**config.mk**
```make
export PLATFORM = sky130hd
export DESIGN_NAME = tx_stats
export DESIGN_NICKNAME = d
export VERILOG_FILES = /design/src/rtl/txstat_pkg.sv /design/src/rtl/stat_counter.sv /design/src/rtl/tx_event_classify.sv /design/src/rtl/tx_stats.sv
export SDC_FILE = /design/constraint.sdc
export NUM_CORES = 1
export LEC_CHECK = 0
export BUFFER_PORTS_ARGS = -buffer_cell sky130_fd_sc_hd__buf_2
export CAP_MARGIN = 30
export CELL_PAD_IN_SITES_DETAIL_PLACEMENT = 2
export CELL_PAD_IN_SITES_GLOBAL_PLACEMENT = 2
export CORE_MARGIN = 2
export CORE_UTILIZATION = 40
export CTS_CLUSTER_SIZE = 10
export DETAILED_ROUTE_END_ITERATION = 10
export PLACE_DENSITY_LB_ADDON = 0.25
export SLEW_MARGIN = 20
export SYNTH_ARGS = -nofsm -noshare
export SYNTH_HDL_FRONTEND = slang
export SYNTH_HIERARCHICAL = 1
export SYNTH_SLANG_ARGS = --single-unit
```
**constraint.sdc**
```tcl
create_clock -name mclk_i -period 4.6 [get_ports mclk_i]
set_input_delay 0.46 -clock mclk_i [delete_from_list [all_inputs] [get_ports mclk_i]]
set_output_delay 0.46 -clock mclk_i [all_outputs]
set_load 0.01 [all_outputs]
```
**src/rtl/txstat_pkg.sv**
```systemverilog
package txstat_pkg;
    // Counter bank layout
    localparam int NUM_CNT = 10;
    localparam int CNT_W = 32;
    localparam int IDX_DEFER = 0;
    localparam int IDX_SINGLE = 1;
    localparam int IDX_MULTI = 2;
    localparam int IDX_TOTAL = 3;
    localparam int IDX_EXCESS = 4;
    localparam int IDX_UNDERRUN = 5;
    localparam int IDX_CRS = 6;
    localparam int IDX_HBEAT = 7;
    localparam int IDX_LATE = 8;
    localparam int IDX_INTERNAL = 9;

    // Collision accounting
    localparam int COLL_W = 5;
    localparam int BITS_W = 14;
    localparam logic [COLL_W-1:0] EXCESS_COLL = 5'h10;
    localparam logic [BITS_W-1:0] LATE_BITS = 14'h0200;

    // APB register map, byte addresses
    localparam int ADDR_W = 12;
    localparam logic [ADDR_W-1:0] OFF_CTRL = 12'h000;
    localparam logic [ADDR_W-1:0] OFF_STATUS = 12'h004;
    localparam logic [ADDR_W-1:0] OFF_CNT_BASE = 12'h010;
    localparam logic [ADDR_W-1:0] OFF_CNT_LAST = 12'h034;

    // Control fields and reset values
    localparam int CTRL_EN_BIT = 0;
    localparam int CTRL_CLR_BIT = 1;
    localparam logic CTRL_EN_RESET = 1'b1;
    localparam logic [CNT_W-1:0] CNT_RESET = 32'h00000000;

    // Status fields
    localparam int STAT_EN_BIT = 0;
    localparam int STAT_LATE_BIT = 1;
    localparam int STAT_COLL_LSB = 8;

    typedef enum logic [2:0]
    {
        APB_IDLE = 3'b001,
        APB_WAIT = 3'b010,
        APB_DONE = 3'b100
    } apb_state_t;
endpackage

```
**src/rtl/stat_counter.sv**
```systemverilog
`timescale 1ns/1ps
module stat_counter
#(
    parameter int WIDTH = 32
)
(
    // Clock and reset
    input wire logic mclk_i,
    input wire logic rst_i,
    // Control
    input wire logic clr_i,
    input wire logic inc_i,
    input wire logic [WIDTH-1:0] amt_i,
    // Value
    output logic [WIDTH-1:0] cnt_o
);
    // Refused at elaboration: narrower counters wrap too soon to be useful
    if (WIDTH < 8)
    begin : g_bad_width
        $error("stat_counter WIDTH too small");
    end

    logic [WIDTH-1:0] cnt_r;
    logic [WIDTH-1:0] cnt_nxt;

    // Increment on a clear cycle still lands, so no event is lost
    always_comb
    begin
        cnt_nxt = clr_i ? '0 : cnt_r;
        if (inc_i)
        begin
            cnt_nxt = cnt_nxt + amt_i;
        end
    end

    always_ff @(posedge mclk_i or posedge rst_i)
    begin
        if (rst_i)
        begin
            cnt_r <= '0;
        end
        else
        begin
            cnt_r <= cnt_nxt;
        end
    end

    assign cnt_o = cnt_r;
endmodule // stat_counter

```
**src/rtl/tx_event_classify.sv**
```systemverilog
`timescale 1ns/1ps
module tx_event_classify
    import txstat_pkg::*;
(
    // Clock, reset and count enable
    input wire logic mclk_i,
    input wire logic rst_i,
    input wire logic enable_i,
    // Transmit engine events
    input wire logic defer_i,
    input wire logic coll_i,
    input wire logic [txstat_pkg::BITS_W-1:0] coll_bits_i,
    input wire logic pkt_done_i,
    input wire logic pkt_ok_i,
    input wire logic [txstat_pkg::COLL_W-1:0] pkt_coll_cnt_i,
    input wire logic pkt_underrun_i,
    input wire logic pkt_crs_fail_i,
    input wire logic pkt_no_hb_i,
    // Counter strobes
    output logic [txstat_pkg::NUM_CNT-1:0] inc_o,
    output logic [txstat_pkg::COLL_W-1:0] total_add_o,
    output logic late_seen_o
);
    logic late_now;
    logic late_any;
    logic excess;
    logic late_seen_r;
    logic [NUM_CNT-1:0] inc_r;
    logic [NUM_CNT-1:0] inc_nxt;
    logic [COLL_W-1:0] total_add_r;

    assign late_now = coll_i && (coll_bits_i >= LATE_BITS);
    // A late collision in the closing cycle still belongs to this packet
    assign late_any = late_now || late_seen_r;
    assign excess = !pkt_ok_i && (pkt_coll_cnt_i >= EXCESS_COLL);

    always_comb
    begin
        inc_nxt = '0;
        inc_nxt[IDX_DEFER] = defer_i;
        inc_nxt[IDX_LATE] = late_now;
        if (pkt_done_i)
        begin
            inc_nxt[IDX_SINGLE] = pkt_ok_i && (pkt_coll_cnt_i == 5'h01);
            inc_nxt[IDX_MULTI] = pkt_ok_i && (pkt_coll_cnt_i > 5'h01);
            inc_nxt[IDX_TOTAL] = (pkt_coll_cnt_i != 5'h00);
            inc_nxt[IDX_EXCESS] = excess;
            inc_nxt[IDX_UNDERRUN] = !pkt_ok_i && pkt_underrun_i;
            inc_nxt[IDX_CRS] = pkt_crs_fail_i;
            inc_nxt[IDX_HBEAT] = pkt_ok_i && pkt_no_hb_i;
            inc_nxt[IDX_INTERNAL] = !pkt_ok_i && !excess && !pkt_crs_fail_i
                && !late_any;
        end
        if (!enable_i)
        begin
            inc_nxt = '0;
        end
    end

    always_ff @(posedge mclk_i or posedge rst_i)
    begin
        if (rst_i)
        begin
            inc_r <= '0;
            total_add_r <= '0;
        end
        else
        begin
            inc_r <= inc_nxt;
            total_add_r <= pkt_coll_cnt_i;
        end
    end

    // The end-of-packet clear wins over the set
    always_ff @(posedge mclk_i or posedge rst_i)
    begin
        if (rst_i)
        begin
            late_seen_r <= 1'b0;
        end
        else if (late_now && !pkt_done_i)
        begin
            late_seen_r <= 1'b1;
        end
        else if (pkt_done_i)
        begin
            late_seen_r <= 1'b0;
        end
    end

    assign inc_o = inc_r;
    assign total_add_o = total_add_r;
    assign late_seen_o = late_seen_r;
endmodule // tx_event_classify

```
**src/rtl/tx_stats.sv**
```systemverilog
// Behaviour
// - Count each transmission deferred because carrier sense saw line activity.
// - Count packets sent on second attempt after exactly one collision.
// - Count packets sent successfully after more than one collision.
// - Add each packet's full collision count to the total-collision counter.
// - Count packets that fail after 16 successive collisions.
// - Count transmissions abandoned because the packet buffer underran.
// - Count packets that collide while carrier sense is disabled.
// - Count missing heartbeat; the packet still counts as successful.
// - Count collisions arriving after at least 512 bits were sent.
// - Count other transmit errors: not late, excess or carrier-check.
//
// Design decisions made here: the register addresses and the APB slave port.
`timescale 1ns/1ps
module tx_stats
    import txstat_pkg::*;
(
    // Clock and reset
    input wire logic mclk_i,
    input wire logic rst_i,
    // APB slave
    input wire logic psel_i,
    input wire logic penable_i,
    input wire logic pwrite_i,
    input wire logic [txstat_pkg::ADDR_W-1:0] paddr_i,
    input wire logic [31:0] pwdata_i,
    output logic [31:0] prdata_o,
    output logic pready_o,
    output logic pslverr_o,
    // Transmit engine events, same clock
    input wire logic defer_i,
    input wire logic coll_i,
    input wire logic [txstat_pkg::BITS_W-1:0] coll_bits_i,
    input wire logic pkt_done_i,
    input wire logic pkt_ok_i,
    input wire logic [txstat_pkg::COLL_W-1:0] pkt_coll_cnt_i,
    input wire logic pkt_underrun_i,
    input wire logic pkt_crs_fail_i,
    input wire logic pkt_no_hb_i
);
    import txstat_pkg::*;

    apb_state_t state_r;
    logic count_en_r;
    logic clr_pulse_r;
    logic [31:0] prdata_r;
    logic pready_r;
    logic pslverr_r;
    logic [NUM_CNT-1:0] inc;
    logic [COLL_W-1:0] total_add;
    logic late_seen;
    logic [CNT_W-1:0] cnt_w [NUM_CNT];
    logic [31:0] rd_word;
    logic rd_hit;
    logic access;
    logic [COLL_W-1:0] coll_so_far_r;

    tx_event_classify u_classify
    (
        .mclk_i(mclk_i),
        .rst_i(rst_i),
        .enable_i(count_en_r),
        .defer_i(defer_i),
        .coll_i(coll_i),
        .coll_bits_i(coll_bits_i),
        .pkt_done_i(pkt_done_i),
        .pkt_ok_i(pkt_ok_i),
        .pkt_coll_cnt_i(pkt_coll_cnt_i),
        .pkt_underrun_i(pkt_underrun_i),
        .pkt_crs_fail_i(pkt_crs_fail_i),
        .pkt_no_hb_i(pkt_no_hb_i),
        .inc_o(inc),
        .total_add_o(total_add),
        .late_seen_o(late_seen)
    );

    // One counter per statistic; only the total takes a multi-step amount
    genvar gi;
    generate
        for (gi = 0; gi < NUM_CNT; gi++)
        begin : g_cnt
            logic [CNT_W-1:0] amt;
            assign amt = (gi == IDX_TOTAL) ? {{(CNT_W-COLL_W){1'b0}}, total_add}
                : {{(CNT_W-1){1'b0}}, 1'b1};
            stat_counter #(.WIDTH(CNT_W)) u_cnt
            (
                .mclk_i(mclk_i),
                .rst_i(rst_i),
                .clr_i(clr_pulse_r),
                .inc_i(inc[gi]),
                .amt_i(amt),
                .cnt_o(cnt_w[gi])
            );
        end
    endgenerate

    // The read index is four bits wide and the bus word is 32 bits
    if (NUM_CNT > 16 || CNT_W != 32)
    begin : g_bad_layout
        $error("tx_stats counter layout not supported");
    end

    // Collisions of the packet in flight, for software visibility
    always_ff @(posedge mclk_i or posedge rst_i)
    begin
        if (rst_i)
        begin
            coll_so_far_r <= '0;
        end
        else if (pkt_done_i)
        begin
            coll_so_far_r <= '0;
        end
        else if (coll_i && coll_so_far_r != 5'h1F)
        begin
            coll_so_far_r <= coll_so_far_r + 5'h01;
        end
    end

    // Read decode; counters are sampled, never reset by a read
    always_comb
    begin
        rd_word = 32'h00000000;
        rd_hit = 1'b1;
        if (paddr_i == OFF_CTRL)
        begin
            rd_word[CTRL_EN_BIT] = count_en_r;
        end
        else if (paddr_i == OFF_STATUS)
        begin
            rd_word[STAT_EN_BIT] = count_en_r;
            rd_word[STAT_LATE_BIT] = late_seen;
            rd_word[STAT_COLL_LSB +: COLL_W] = coll_so_far_r;
        end
        else if (paddr_i >= OFF_CNT_BASE && paddr_i <= OFF_CNT_LAST
            && paddr_i[1:0] == 2'h0)
        begin
            rd_word = cnt_w[4'((paddr_i - OFF_CNT_BASE) >> 2)];
        end
        else
        begin
            rd_hit = 1'b0;
        end
    end

    assign access = psel_i && penable_i;

    // One wait state: pready rises in the second access cycle
    always_ff @(posedge mclk_i or posedge rst_i)
    begin
        if (rst_i)
        begin
            state_r <= APB_IDLE;
            pready_r <= 1'b0;
            pslverr_r <= 1'b0;
            prdata_r <= 32'h00000000;
        end
        else
        begin
            case (state_r)
                APB_IDLE:
                begin
                    if (access)
                    begin
                        state_r <= APB_DONE;
                        pready_r <= 1'b1;
                        pslverr_r <= !rd_hit || (pwrite_i && paddr_i >= OFF_CNT_BASE);
                        prdata_r <= pwrite_i ? 32'h00000000 : rd_word;
                    end
                end
                APB_DONE:
                begin
                    state_r <= APB_IDLE;
                    pready_r <= 1'b0;
                    pslverr_r <= 1'b0;
                end
                default:
                begin
                    state_r <= APB_IDLE;
                    pready_r <= 1'b0;
                    pslverr_r <= 1'b0;
                end
            endcase
        end
    end

    // Control takes effect at the completing edge only
    always_ff @(posedge mclk_i or posedge rst_i)
    begin
        if (rst_i)
        begin
            count_en_r <= CTRL_EN_RESET;
            clr_pulse_r <= 1'b0;
        end
        else
        begin
            clr_pulse_r <= 1'b0;
            if (access && pready_r && pwrite_i && paddr_i == OFF_CTRL)
            begin
                count_en_r <= pwdata_i[CTRL_EN_BIT];
                clr_pulse_r <= pwdata_i[CTRL_CLR_BIT];
            end
        end
    end

    assign prdata_o = prdata_r;
    assign pready_o = pready_r;
    assign pslverr_o = pslverr_r;
endmodule // tx_stats

```
==> summary.md <==
| Metric | Value |
|---|---|
| FF-to-FF Start | `clr_pulse_r` |
| Synthesized cell area | `36110 um2` |
| Fmax | `249.7 MHz` |
| Area of the multi-input gates | `26690 um2` |
| Remaining DRCs | `0` |
| Finished Core Util | `45.15%` |
| Longest Clk Path Bufs | `3` |
| CP Max Fanout | `49` |
| Most common cell after layout, fill and taps aside | `dfrtp_1` |
| Final setup fails | `0` |
| Seq pwr share | `38.0%` |
| Post-synth EDFFs | `0` |
| Final min period | `4.005 ns` |
| WL final | `139400 um` |
| FF+latch area | `9465 um2` |
| Dpl hpwl | `106700 um` |
| Reg2reg path depth | `11` |
| Final GP Congestion | `0.8761` |
| Asr flop ratio synth | `100.0%` |
| Pre-CTS setup slack | `0.6557 ns` |
| Status | `finished clean` |
| Most frequent cells in the layout | `dfrtp_1, conb_1, a21oi_1` |
| Vias in the first global route | `35790` |
| Synth warn | `6` |
| Crit path kind | `register to register` |
| H-tree Lvls | `2` |
| Slew @ Worst Pin | `0.9837 ns` |
| Clock share of power | `46.8%` |
| Die X | `304.5 um` |
| Placed cell area | `38740 um2` |
| Final Hold Viols | `0` |
| #FFs+latches synth | `378` |
| Reg-to-reg slack, setup | `0.59 ns` |
| Clk root buf | `clkbuf_16` |
| Tcrit/Tclk final | `87.07%` |
| VDD IR max | `0.2771 mV` |
| Unrepaired setup endpoints after global routing | `no` |
| CTS tree | `yes` |
| Crit path launch type | `register` |
| DRT iter0 DRCs | `1669` |
| Total negative setup slack | `0 ns` |
| PnR worst setup slack | `0.5949 ns` |
| CP required | `5.11 ns` |
| CTS Buf Count | `52` |
| Initial antenna violation count | `11` |
| Ports | `109` |
| Worst R2R End | `g_cnt[4].u_cnt/cnt_o[26]` |
| Average size of a mapped cell | `9.061 um2` |
| Wire per inst | `25.29 um` |
| Rel. slew slack | `34.42%` |
| Hold Path Origin | `pkt_ok_i` |
| Register area share after synthesis | `26.20%` |
| Die height | `304.5 um` |
| Total track usage | `29.64%` |
| GRT overflow | `0` |
| Ys flop type | `dfrtp_1` |
| Port buffer count | `69` |
| Die area | `92690 um2` |
| # Max-Cap Violations | `0` |
| CTS sink cnt | `378` |
| CTS resizes | `0` |
| Switching part of the total power | `29.71%` |
| Power Dens Cells | `218.8 nW/um2` |
| Yosys cell types | `98` |
| Clk pin slew, worst setup/hold paths | `0.06 ns` |
| Post-Syn Instances | `3985` |
| Clk_lat worst skew | `0.64 ns` |
| Hold EP | `u_classify/inc_o[5]` |
| Synthesis-to-finish area growth | `12.19%` |
| Clk_skew | `0.02943 ns` |
| Data arrival time of the worst path | `4.52 ns` |
| Post-route cell area | `40510 um2` |
| Fill count | `9874` |
| Row Count | `110` |
| Switch Pwr | `2634 uW` |
| Combinational share of power | `15.2%` |
| DRT antenna net count | `0` |
| Endpoint type of the worst setup path | `register` |
| Hold Crit Class | `input port to register` |
| Final #Nets | `4690` |
| Starting density of the core | `40.24%` |
| Core Footprint | `89740 um2` |
| Int Power | `6231 uW` |
| Pre-antenna DRT Iters | `8` |
| Largest net degree at the start of global routing | `67` |
| Fraction of layout instances using a drive strength above 1 | `15.02%` |
| Max Slew Vio Count | `0` |
| Via density | `5.908` |
| Hold depth | `2` |
| First-pass GRT wire length | `216300 um` |
| Leakage | `0.01928 uW` |
| Via count | `32550` |
[power by group through the flow]
stage               registers (uW)  clock network, uW  logic, uW
floorplan                     3410                  0        950
global placement              3420                  0       1210
detailed placement            3420                  0       1270
CTS                           3360               4230       1290
global route                  3360               4350       1480
finish                        3370               4150       1350
[repair_timing]
item,4_1_cts,5_1_grt
buffers inserted,0,0
hold buffers,5,0
hold endpoints to repair,5,0
[final cells by class]
class	count	share of cell area (%)
Antenna cell	6	0.03706
Clock buffer	79	3.734
Clock inverter	13	0.4200
Inverter	101	0.9358
Multi-Input combinational cell	3637	65.87
Sequential cell	378	23.36
Tap cell	1176	3.632
Timing Repair Buffer	120	2.004
[critical path, cell delays in order (launching register included)]
cell and delay [ns]:
dfrtp_4 0.85, nor2b_1 0.19, ha_1 0.30, fa_1 0.45
a21o_1 0.25, a221oi_2 0.38, o21ai_2 0.17, a311o_2 0.47
and2_4 0.18, a21oi_4 0.18, o21ai_0 0.11, a221o_1 0.31
[metal layers]
layer / routed length, um / share of wire [%] / track usage (%) / up-vias
li1: - / - / - / 15030
met1: 62970 / 45 / 39.76 / 16820
met2: 66450 / 48 / 50.15 / 545
met3: 6321 / 4.5 / 3.762 / 158
met4: 3602 / 2.6 / 8.117 / 2
met5: 13 / 0.0093 / 0 / -
[registers in the layout, indices dropped and copies added, names as in the netlist]
name	flops
clr_pulse_r	1
coll_so_far_r	5
count_en_r	1
g_cnt.u_cnt/cnt_o	320
prdata_o	32
pslverr_o	1
state_r	2
u_classify/inc_o	10
u_classify/late_seen_o	1
u_classify/total_add_o	5
[worst max path at each step]
stage | startpoint | endpoint | slack, ns | depth (start not counted)
after floorplan | clr_pulse_r | g_cnt[3].u_cnt/cnt_o[26] | 0.72 | 12
after global placement | clr_pulse_r | g_cnt[2].u_cnt/cnt_o[26] | 0.76 | 11
after detailed placement | clr_pulse_r | g_cnt[4].u_cnt/cnt_o[26] | 0.66 | 11
after CTS | clr_pulse_r | g_cnt[7].u_cnt/cnt_o[26] | 0.58 | 11
after global routing | clr_pulse_r | g_cnt[9].u_cnt/cnt_o[18] | 0.40 | 11
final | clr_pulse_r | g_cnt[4].u_cnt/cnt_o[26] | 0.59 | 11
[cells in the mapped netlist (13+ instances only)]
cell      count  share of area (%)
nand3_1      60               0.83
buf_2        23               0.32
a21oi_1     343                4.8
o21ai_0     168                2.3
mux2i_1      42                1.2
ha_1        315                 11
a22oi_2      25               0.87
o21a_1       33               0.69
dfrtp_1     376                 26
nor4_1       13               0.23
nand2_1     255                2.7
nand2b_1     16               0.28
mux2_2      256                8.0
and3_1       39               0.68
a31oi_1      50               0.87
o31ai_1      26               0.54
a222oi_1     25               0.69
a21o_1      136                2.8
mux4_2       50                3.1
o22ai_1      23               0.40
o211ai_1     51                1.1
nor3b_1      15               0.31
clkbuf_1    157                1.6
o21bai_1     57                1.2
a221o_1      15               0.42
nor2_1      218                2.3
o21ai_2      13               0.32
nor2b_1     331                5.7
nor3_1       39               0.54
buf_1        23               0.24
a211oi_1     44               0.91
a31o_2       15               0.36
nand4_1      76                1.3
xnor2_1     163                4.0
inv_1        95               0.99
and2_1       15               0.26
xor2_1      100                2.4
o21ai_1      32               0.44
[cells by family (layout without fill, tap and decap cells)]
kind of cell | Yosys count | in the layout | share of synthesized area [%]
xor gates and xnor gates | 263 | 263 | 6.379
AOI/OAI and AO/OA | 1202 | 1202 | 23.13
DFF | 378 | 378 | 26.20
other | 2 | 350 | 0.02080
and+or+nand+nor | 1150 | 1150 | 16.87
muxes | 353 | 353 | 12.47
adders and majority gates | 325 | 325 | 11.47
buffers and inverters | 312 | 313 | 3.448
[metrics by stage]
stage               hold WS, ns  total power, uW  std cells
finish                  0.03421             8866       5510
global placement         0.5430             4633       5404
CTS                    0.008007             8889       5503
floorplan                0.3737             4364       4327
global route            0.04414             9197       5504
detailed placement       0.5711             4690       5406
Note: power is estimated with default switching activity, not from simulation.
